==> src/hdl/mscp_pkg.sv <==
// package for the system control, status and digital i/o register bank
// assumes an axi4-lite host with 32-bit data and one aligned word per register
package mscp_pkg;

  // register byte addresses
  localparam logic [4:0]  ADDR_SYS_CONTROL = 5'h00;
  localparam logic [4:0]  ADDR_SYS_STATUS  = 5'h04;
  localparam logic [4:0]  ADDR_DIO_CONTROL = 5'h08;
  localparam logic [4:0]  ADDR_DIO_VALUE   = 5'h0c;

  localparam int          REG_W            = 12;
  localparam int          DIO_W            = 6;

  // system control fields
  localparam int          CTL_AUX_SEL0     = 0;
  localparam int          CTL_AUX_SEL1     = 1;
  localparam int          CTL_U_EN         = 3;
  localparam int          CTL_AUX_EN       = 4;
  localparam int          CTL_CLK_HALF     = 5;
  localparam int          CTL_ROT_IE       = 6;
  localparam int          CTL_CONV_IE      = 7;
  localparam int          CTL_IRQ_LEVEL    = 8;
  localparam int          CTL_REV_3OF3     = 10;
  localparam logic [11:0] CTL_WR_MASK      = 12'h5fb;
  localparam logic [11:0] CTL_RESET        = 12'h000;

  // system status fields
  localparam int          STS_CONV_DONE    = 0;
  localparam int          STS_ROT_DONE     = 1;
  localparam int          STS_DIO_CHG      = 2;
  localparam int          STS_RES_VALID    = 4;
  localparam int          STS_IRQ_MINE     = 11;

  // digital i/o control fields
  localparam int          DIO_DIR_LSB      = 0;
  localparam int          DIO_IE_LSB       = 6;
  localparam logic [11:0] DIO_RESET        = 12'h000;

  localparam logic [1:0]  RESP_OKAY        = 2'h0;
  localparam logic [1:0]  RESP_SLVERR      = 2'h2;

  typedef struct packed {
    logic       u_en;
    logic       aux_en;
    logic [1:0] aux_num;
  } mscp_conv_sel_t;

  typedef enum logic [2:0] {
    MSCP_IDLE = 3'b001,
    MSCP_WRSP = 3'b010,
    MSCP_DONE = 3'b100
  } mscp_wr_state_t;

  typedef struct packed {
    mscp_wr_state_t      wst;
    logic                awready;
    logic                wready;
    logic                aw_got;
    logic                w_got;
    logic [4:0]          aw_addr;
    logic [31:0]         w_data;
    logic [3:0]          w_strb;
    logic                bvalid;
    logic [1:0]          bresp;
    logic                arready;
    logic                rvalid;
    logic [31:0]         rdata;
    logic [1:0]          rresp;
    logic [REG_W-1:0]    ctl;
    logic [REG_W-1:0]    dio_ctl;
    logic [DIO_W-1:0]    dio_out;
    logic                sts_conv;
    logic                sts_rot;
    logic                sts_dio;
    logic                sts_valid;
    logic                sts_mine;
    logic                irq_hold;
    logic                irq_n;
    logic [DIO_W-1:0]    dio_s1;
    logic [DIO_W-1:0]    dio_s2;
    logic [DIO_W-1:0]    dio_prev;
    logic                conv_done_s1;
    logic                conv_done_s2;
    logic                rot_done_s1;
    logic                rot_done_s2;
    logic                rot_start_s1;
    logic                rot_start_s2;
    logic                sysclk_div;
    mscp_conv_sel_t      conv_sel;
    logic                rev_3of3;
    logic [DIO_W-1:0]    dio_oe;
  } mscp_state_t;

endpackage

==> src/hdl/mscp_regs.sv <==
// system control, status and digital i/o register bank behind axi4-lite
// assumes converter and transform engine report done as levels/pulses from
// outside this clock domain, and that the pad ring resolves the i/o pins
`timescale 1ns/10ps
module mscp_regs
  import mscp_pkg::*;
(
  // clock, reset, enable
  input  wire logic              aclk,
  input  wire logic              aresetn,
  input  wire logic              clk_en,
  // axi4-lite write address and data
  input  wire logic              s_axi_awvalid,
  output logic                   s_axi_awready,
  input  wire logic [4:0]        s_axi_awaddr,
  input  wire logic              s_axi_wvalid,
  output logic                   s_axi_wready,
  input  wire logic [31:0]       s_axi_wdata,
  input  wire logic [3:0]        s_axi_wstrb,
  // axi4-lite write response
  output logic                   s_axi_bvalid,
  input  wire logic              s_axi_bready,
  output logic [1:0]             s_axi_bresp,
  // axi4-lite read
  input  wire logic              s_axi_arvalid,
  output logic                   s_axi_arready,
  input  wire logic [4:0]        s_axi_araddr,
  output logic                   s_axi_rvalid,
  input  wire logic              s_axi_rready,
  output logic [31:0]            s_axi_rdata,
  output logic [1:0]             s_axi_rresp,
  // engine events, asynchronous
  input  wire logic              conv_done,
  input  wire logic              rot_done,
  input  wire logic              rot_start,
  // digital i/o pins
  input  wire logic [DIO_W-1:0]  dio_in,
  output logic [DIO_W-1:0]       dio_out,
  output logic [DIO_W-1:0]       dio_oe,
  // engine configuration
  output mscp_conv_sel_t         conv_sel,
  output logic                   rev_3of3,
  output logic                   sysclk_div,
  // interrupt pin
  output logic                   irq_n
);

  mscp_state_t q_ff;
  mscp_state_t nxt_q;

  logic             wr_fire;
  logic             rd_fire;
  logic             sts_read;
  logic             ev_conv;
  logic             ev_rot;
  logic             ev_dio;
  logic             ev_any;
  logic [DIO_W-1:0] chg;
  logic [11:0]      wmask;
  logic [11:0]      rd_val;
  logic             rd_ok;

  always_comb
  begin
    nxt_q = q_ff;
    wr_fire = 1'b0;
    rd_fire = 1'b0;
    sts_read = 1'b0;
    rd_val = 12'h000;
    rd_ok = 1'b1;
    wmask = {{4{q_ff.w_strb[1]}}, {8{q_ff.w_strb[0]}}};

    // synchronisers: first stage read only by second
    nxt_q.dio_s1 = dio_in;
    nxt_q.dio_s2 = q_ff.dio_s1;
    nxt_q.dio_prev = q_ff.dio_s2;
    nxt_q.conv_done_s1 = conv_done;
    nxt_q.conv_done_s2 = q_ff.conv_done_s1;
    nxt_q.rot_done_s1 = rot_done;
    nxt_q.rot_done_s2 = q_ff.rot_done_s1;
    nxt_q.rot_start_s1 = rot_start;
    nxt_q.rot_start_s2 = q_ff.rot_start_s1;

    // input pins only, enabled ones only
    chg = (q_ff.dio_s2 ^ q_ff.dio_prev)
        & q_ff.dio_ctl[DIO_IE_LSB +: DIO_W]
        & ~q_ff.dio_ctl[DIO_DIR_LSB +: DIO_W];
    ev_conv = q_ff.conv_done_s2 & q_ff.ctl[CTL_CONV_IE];
    ev_rot = q_ff.rot_done_s2 & q_ff.ctl[CTL_ROT_IE];
    ev_dio = |chg;
    ev_any = ev_conv | ev_rot | ev_dio;

    // write channel: address and data in either order
    if (s_axi_awvalid && q_ff.awready)
    begin
      nxt_q.aw_got = 1'b1;
      nxt_q.awready = 1'b0;
      nxt_q.aw_addr = s_axi_awaddr;
    end
    if (s_axi_wvalid && q_ff.wready)
    begin
      nxt_q.w_got = 1'b1;
      nxt_q.wready = 1'b0;
      nxt_q.w_data = s_axi_wdata;
      nxt_q.w_strb = s_axi_wstrb;
    end
    case (q_ff.wst)
      MSCP_IDLE:
      begin
        if (q_ff.aw_got && q_ff.w_got)
        begin
          wr_fire = 1'b1;
          nxt_q.wst = MSCP_WRSP;
        end
      end
      MSCP_WRSP:
      begin
        nxt_q.bvalid = 1'b1;
        nxt_q.wst = MSCP_DONE;
      end
      MSCP_DONE:
      begin
        if (s_axi_bready)
        begin
          nxt_q.bvalid = 1'b0;
          nxt_q.aw_got = 1'b0;
          nxt_q.w_got = 1'b0;
          nxt_q.awready = 1'b1;
          nxt_q.wready = 1'b1;
          nxt_q.wst = MSCP_IDLE;
        end
      end
      default:
      begin
        nxt_q.wst = MSCP_IDLE;
      end
    endcase

    if (wr_fire)
    begin
      nxt_q.bresp = RESP_OKAY;
      case (q_ff.aw_addr)
        ADDR_SYS_CONTROL:
          nxt_q.ctl = (q_ff.ctl & ~wmask) | (q_ff.w_data[11:0] & wmask & CTL_WR_MASK);
        ADDR_DIO_CONTROL:
          nxt_q.dio_ctl = (q_ff.dio_ctl & ~wmask) | (q_ff.w_data[11:0] & wmask);
        ADDR_DIO_VALUE:
          if (q_ff.w_strb[0])
            nxt_q.dio_out = q_ff.w_data[DIO_W-1:0];
        ADDR_SYS_STATUS:
          nxt_q.bresp = RESP_OKAY;
        default:
          nxt_q.bresp = RESP_SLVERR;
      endcase
    end

    // read channel: one outstanding read, arready low while answer stands
    if (q_ff.rvalid && s_axi_rready)
    begin
      nxt_q.rvalid = 1'b0;
      nxt_q.arready = 1'b1;
    end
    if (s_axi_arvalid && q_ff.arready)
    begin
      rd_fire = 1'b1;
      case (s_axi_araddr)
        ADDR_SYS_CONTROL: rd_val = q_ff.ctl;
        ADDR_SYS_STATUS:
        begin
          sts_read = 1'b1;
          rd_val[STS_CONV_DONE] = q_ff.sts_conv;
          rd_val[STS_ROT_DONE] = q_ff.sts_rot;
          rd_val[STS_DIO_CHG] = q_ff.sts_dio;
          rd_val[STS_RES_VALID] = q_ff.sts_valid;
          rd_val[STS_IRQ_MINE] = q_ff.sts_mine;
        end
        ADDR_DIO_CONTROL: rd_val = q_ff.dio_ctl;
        ADDR_DIO_VALUE:   rd_val = {6'h00, (q_ff.dio_s2 & ~q_ff.dio_ctl[DIO_DIR_LSB +: DIO_W])
                                   | (q_ff.dio_out & q_ff.dio_ctl[DIO_DIR_LSB +: DIO_W])};
        default:          rd_ok = 1'b0;
      endcase
      nxt_q.arready = 1'b0;
      nxt_q.rvalid = 1'b1;
      nxt_q.rdata = {20'h00000, rd_val};
      nxt_q.rresp = rd_ok ? RESP_OKAY : RESP_SLVERR;
    end

    // status: read clears all but results-valid, a same-cycle event wins over the clear
    if (sts_read)
    begin
      nxt_q.sts_conv = 1'b0;
      nxt_q.sts_rot = 1'b0;
      nxt_q.sts_dio = 1'b0;
      nxt_q.sts_mine = 1'b0;
      nxt_q.irq_hold = 1'b0;
    end
    if (ev_conv)
      nxt_q.sts_conv = 1'b1;
    if (ev_rot)
      nxt_q.sts_rot = 1'b1;
    if (ev_dio)
      nxt_q.sts_dio = 1'b1;
    if (ev_any)
      nxt_q.sts_mine = 1'b1;
    // valid drops when a new rotation starts, rises on completion
    if (q_ff.rot_start_s2)
      nxt_q.sts_valid = 1'b0;
    if (q_ff.rot_done_s2)
      nxt_q.sts_valid = 1'b1;

    // irq pin: pulse or level format
    if (ev_any && q_ff.ctl[CTL_IRQ_LEVEL])
      nxt_q.irq_hold = 1'b1;
    if (!q_ff.ctl[CTL_IRQ_LEVEL])
      nxt_q.irq_hold = 1'b0;
    // pulse mode: one cycle low per event; a held event level keeps the pin low throughout
    nxt_q.irq_n = ~(ev_any | nxt_q.irq_hold);

    // engine configuration and pin direction outputs
    nxt_q.conv_sel.u_en = q_ff.ctl[CTL_U_EN];
    nxt_q.conv_sel.aux_en = q_ff.ctl[CTL_AUX_EN];
    nxt_q.conv_sel.aux_num = {q_ff.ctl[CTL_AUX_SEL0], q_ff.ctl[CTL_AUX_SEL1]};
    nxt_q.sysclk_div = q_ff.ctl[CTL_CLK_HALF];
    nxt_q.rev_3of3 = q_ff.ctl[CTL_REV_3OF3];
    nxt_q.dio_oe = q_ff.dio_ctl[DIO_DIR_LSB +: DIO_W];
  end

  always_ff @(posedge aclk)
  begin
    if (!aresetn)
    begin
      q_ff <= '0;
      q_ff.wst <= MSCP_IDLE;
      q_ff.awready <= 1'b1;
      q_ff.wready <= 1'b1;
      q_ff.arready <= 1'b1;
      q_ff.ctl <= CTL_RESET;
      q_ff.dio_ctl <= DIO_RESET;
      q_ff.irq_n <= 1'b1;
    end
    else if (clk_en)
    begin
      q_ff <= nxt_q;
    end
  end

  assign s_axi_awready = q_ff.awready;
  assign s_axi_wready  = q_ff.wready;
  assign s_axi_bvalid  = q_ff.bvalid;
  assign s_axi_bresp   = q_ff.bresp;
  assign s_axi_arready = q_ff.arready;
  assign s_axi_rvalid  = q_ff.rvalid;
  assign s_axi_rdata   = q_ff.rdata;
  assign s_axi_rresp   = q_ff.rresp;
  assign dio_out       = q_ff.dio_out;
  assign dio_oe        = q_ff.dio_oe;
  assign conv_sel      = q_ff.conv_sel;
  assign rev_3of3      = q_ff.rev_3of3;
  assign sysclk_div    = q_ff.sysclk_div;
  assign irq_n         = q_ff.irq_n;

endmodule
==> config.mk <==
export PLATFORM = sky130hd
export DESIGN_NAME = mscp_regs
export DESIGN_NICKNAME = d
export VERILOG_FILES = /design/src/hdl/mscp_pkg.sv /design/src/hdl/mscp_regs.sv
export SDC_FILE = /design/constraint.sdc
export NUM_CORES = 1
export LEC_CHECK = 0
export BUFFER_PORTS_ARGS = -buffer_cell sky130_fd_sc_hd__clkbuf_2
export CORE_ASPECT_RATIO = 0.75
export CORE_MARGIN = 3
export CORE_UTILIZATION = 50
export CTS_CLUSTER_SIZE = 28
export DETAILED_ROUTE_END_ITERATION = 16
export HOLD_SLACK_MARGIN = 0.08
export PLACE_DENSITY = 0.75
export SLEW_MARGIN = 0
export SYNTH_ARGS = -nofsm -noshare
export SYNTH_HDL_FRONTEND = slang
export SYNTH_SLANG_ARGS = --single-unit
==> constraint.sdc <==
create_clock -name aclk -period 3.4 [get_ports aclk]
set_input_delay 0.17 -clock aclk [delete_from_list [all_inputs] [get_ports aclk]]
set_output_delay 0.17 -clock aclk [all_outputs]
set_load 0.02 [all_outputs]
==> results list <==
- The filler cells instantiated in the layout total 823.
- The die covers between 10000 and 15000 um^2.
- The clock passes through at most 2 buffers.
- Launching element of the worst setup path: q_ff[159]$_SDFFE_PN0P_
- Area leader, netlist: sky130_fd_sc_hd__dfxtp_1
- Routed WL: 11.8 mm
- Global Route Usage Sum: 0.208
- Max H-tree Level: 4
- Wire length of the first global-routing pass: 18.8 mm
- In the final layout, the share of cells above drive strength 1 is 0.190.
- The congestion estimate from routability-driven global placement came to 0.836.
- Setup violations remaining at the end of the flow were counted as 0.
- Seq/Total Area, Yosys: 0.443
- Overall via count from detail_route: a little under 4000
* Type of the worst min-delay path: primary input to flip-flop
- Vertical extent of the die: 94.6 um
- Measured on the finished design, the core utilization comes to 0.634.
* Post-CTS Repair Setup Buffers: 0
- Min Tclk post-route: ~2.0 ns
- Clock Root Buffer: sky130_fd_sc_hd__clkbuf_16
- Total power density per cell area: 549 nW/um^2
- Pin count of the biggest net entering global routing: 49
- Total grt overflow: 0
* Most used standard cells in the synthesized netlist: 116 x sky130_fd_sc_hd__dfxtp_1, 67 x sky130_fd_sc_hd__mux2i_1, 57 x sky130_fd_sc_hd__nor2b_1, 56 x sky130_fd_sc_hd__nand2_1, 52 x sky130_fd_sc_hd__buf_4
- The clock drives 116 sinks.
- The final layout contains 688 nets.
* Number of top-level pins: 123
* Flop and latch count out of synthesis: 116
- Number of flops mapped to enable cells by yosys: 0
* Initial core utilization: 0.527
- Crit path arrival time: roughly 2.3 ns
- For this run, the top clock speed supported by timing is 497 MHz.
* Worst Setup Slack, final: 1.39 ns
* Std-Cell Core Area: 9930 um^2
* Area fraction of the dominant cell type after synthesis: 0.443
- The flow ran to the end, and the final reports show no timing, DRC or antenna violations.
* Post-layout instance count excluding filler cells: 770
- After clock tree synthesis, the clock-pin slew on the worst setup and hold paths is 0.05 ns.
- Setup TNS: 0 ns
- Count leader, synth: sky130_fd_sc_hd__dfxtp_1
* Synthesized area per cell: 9.42 um^2
* Post-route DRC violation count: 0
* CTS tree: done
- Portion of the clock cycle consumed by the worst path in the final layout: 0.591
* Worst setup slack after placement: 1.13 ns
* Routed Antenna Nets: 0
- At the later pin of the worst-skew pair, clock insertion delay measures 0.41 ns.
- X dimension of the die: 124 um
- Dividing the detail-routed wire length by the instance count gives 15.3 um.
* Post-synth ARST share: 0
- Dominant synthesized flop cell: sky130_fd_sc_hd__dfxtp_1
* Worst Path Max Fanout: 8
- In this run, post-CTS repair resized a total of 0 instances.
- Count of cell types in the netlist: 48
- Hold is met by 0.0983 ns.
- RSZ-0062 raised after global routing: false
- The detailed router finished its first iteration with 188 violations.
* Worst IR Drop VDD: 0.000449 V
- Inst Count DP: 708
* Leakage power of the design: 2.55 nW
- The worst register-to-register path begins at q_ff[159]$_SDFFE_PN0P_.
- The worst pin sits at a relative slew slack of 0.265.
- The number of global-route vias before repair came to approximately 3800.
- Relative to the synthesized area, the layout overhead comes to 20.3%.
- The count of final max-slew check failures was 0.
* Num CTS Buffers: 17
- Kind of critical path: flip-flop to flip-flop
* Required time of the critical path: ~3.7 ns
- Post-synth design cell area: about 5200 um^2
* Clock tree skew after final layout: 0.00981 ns
* Total of max-cap violations: 0
- Synthesis produced a netlist whose cell count is 556.
* Number of warnings reported in the yosys synthesis log: 0
- Area contributors post-synth: sky130_fd_sc_hd__dfxtp_1 44%, sky130_fd_sc_hd__mux2i_1 13%, sky130_fd_sc_hd__buf_4 7.5%
- Antenna violations before repair: 0
* Area of the multi-input gates: 2450 um^2
- Critical path endpoint category: flip-flop
* Final hold violations: 0
- Port bufs: 78
- Before antenna repair, the detailed router went through 4 iterations.
* Standard-cell row count: 31
- Startpoint class of the critical path: flip-flop
* Total area of sequential cells: 2320 um^2
- The repair_antennas step left the layout with diodes totalling 0.
- Dividing the detail-routed via count by the number of cells gives just over 5.
- Worst hold path startpoint: s_axi_rready
* Least-Margin Pin Slew: 1.09 ns
- The wire-length estimate of the detail-placed layout is 8.31 mm.
==> cell families (layout without fill, tap and decap cells) <==
kind of cell	Yosys count	count (layout)	share of synthesized area
compound gates	81	81	0.103
mux	70	70	0.134
other cells	1	22	0.000716
buf+inv	91	152	0.104
xor+xnor	6	6	0.0100
flops	116	116	0.443
simple gates	191	191	0.204
==> critical path, cell delays in order (launching register included) <==
cell and delay [ns]:
sky130_fd_sc_hd__dfxtp_1 0.37, sky130_fd_sc_hd__nand4b_2 0.38, sky130_fd_sc_hd__nor4_4 0.80, sky130_fd_sc_hd__mux2i_1 0.26
sky130_fd_sc_hd__nor2_1 0.06
==> repair_timing <==
| item | CTS | global route |
|---|---|---|
| endpoints found under the setup margin | 0 | 0 |
| hold endpoints to repair | 30 | 0 |
| hold buffers | 30 | 0 |
==> layout make-up <==
type | instances | share of cell area
Multi-Input combinational cell | 370 | 0.389
Sequential cell | 116 | 0.369
Timing Repair Buffer | 112 | 0.114
Clock buffer | 23 | 0.0775
Tap cell | 132 | 0.0262
Clock inverter | 9 | 0.0199
Inverter | 8 | 0.00477
==> power breakdown <==
part	leakage [nW]	internal, mW	switching (mW)	total (mW)
combinational	1.31	0.0963	0.130	0.226
sequential	0.941	1.39	0.0259	1.42
clock	0.299	1.22	0.594	1.82
==> path summary, 6_finish.rpt <==
path,depth (start not counted),slack (ns),end
worst min-delay path,4,0.1,s_axi_rvalid$_SDFFE_PN0P_
worst max-delay path,4,1.39,flip-flop
worst max register to register,4,1.39,flip-flop
worst min register to register,2,0.45,q_ff[63]$_SDFFE_PN0P_
==> metal layers <==
metal  global-route usage  wire [um]  part of all wire
met1                0.298       5880              0.50
met2                0.299       4870              0.41
met3               0.0677        862             0.073
met4               0.0638        159             0.014
met5                    0          0                 0
==> metrics by stage <==
stage | total power [mW] | cell area [um^2]
after global routing | 3.57 | 6300
after detailed placement | 1.64 | 5390
after floorplan | 1.60 | 5320
final | 3.46 | 6300
after CTS | 3.48 | 6300
after global placement | 1.63 | 5390
==> cell usage in the layout, fill, tap and decap left out, types with 5 or more instances in the layout <==
cell type	n
sky130_fd_sc_hd__a21boi_0	16
sky130_fd_sc_hd__nor2_1	19
sky130_fd_sc_hd__clkbuf_2	78
sky130_fd_sc_hd__o31ai_1	5
sky130_fd_sc_hd__inv_1	8
sky130_fd_sc_hd__dlygate4sd3_1	30
sky130_fd_sc_hd__xnor2_1	6
sky130_fd_sc_hd__conb_1	22
sky130_fd_sc_hd__nand2_1	56
sky130_fd_sc_hd__nor2b_1	57
sky130_fd_sc_hd__dfxtp_1	116
sky130_fd_sc_hd__o21ai_0	18
sky130_fd_sc_hd__and2_1	9
sky130_fd_sc_hd__mux2i_1	67
sky130_fd_sc_hd__clkbuf_16	17
sky130_fd_sc_hd__a21oi_1	12
sky130_fd_sc_hd__nand3_1	15
(Power assumes the default switching activity.)
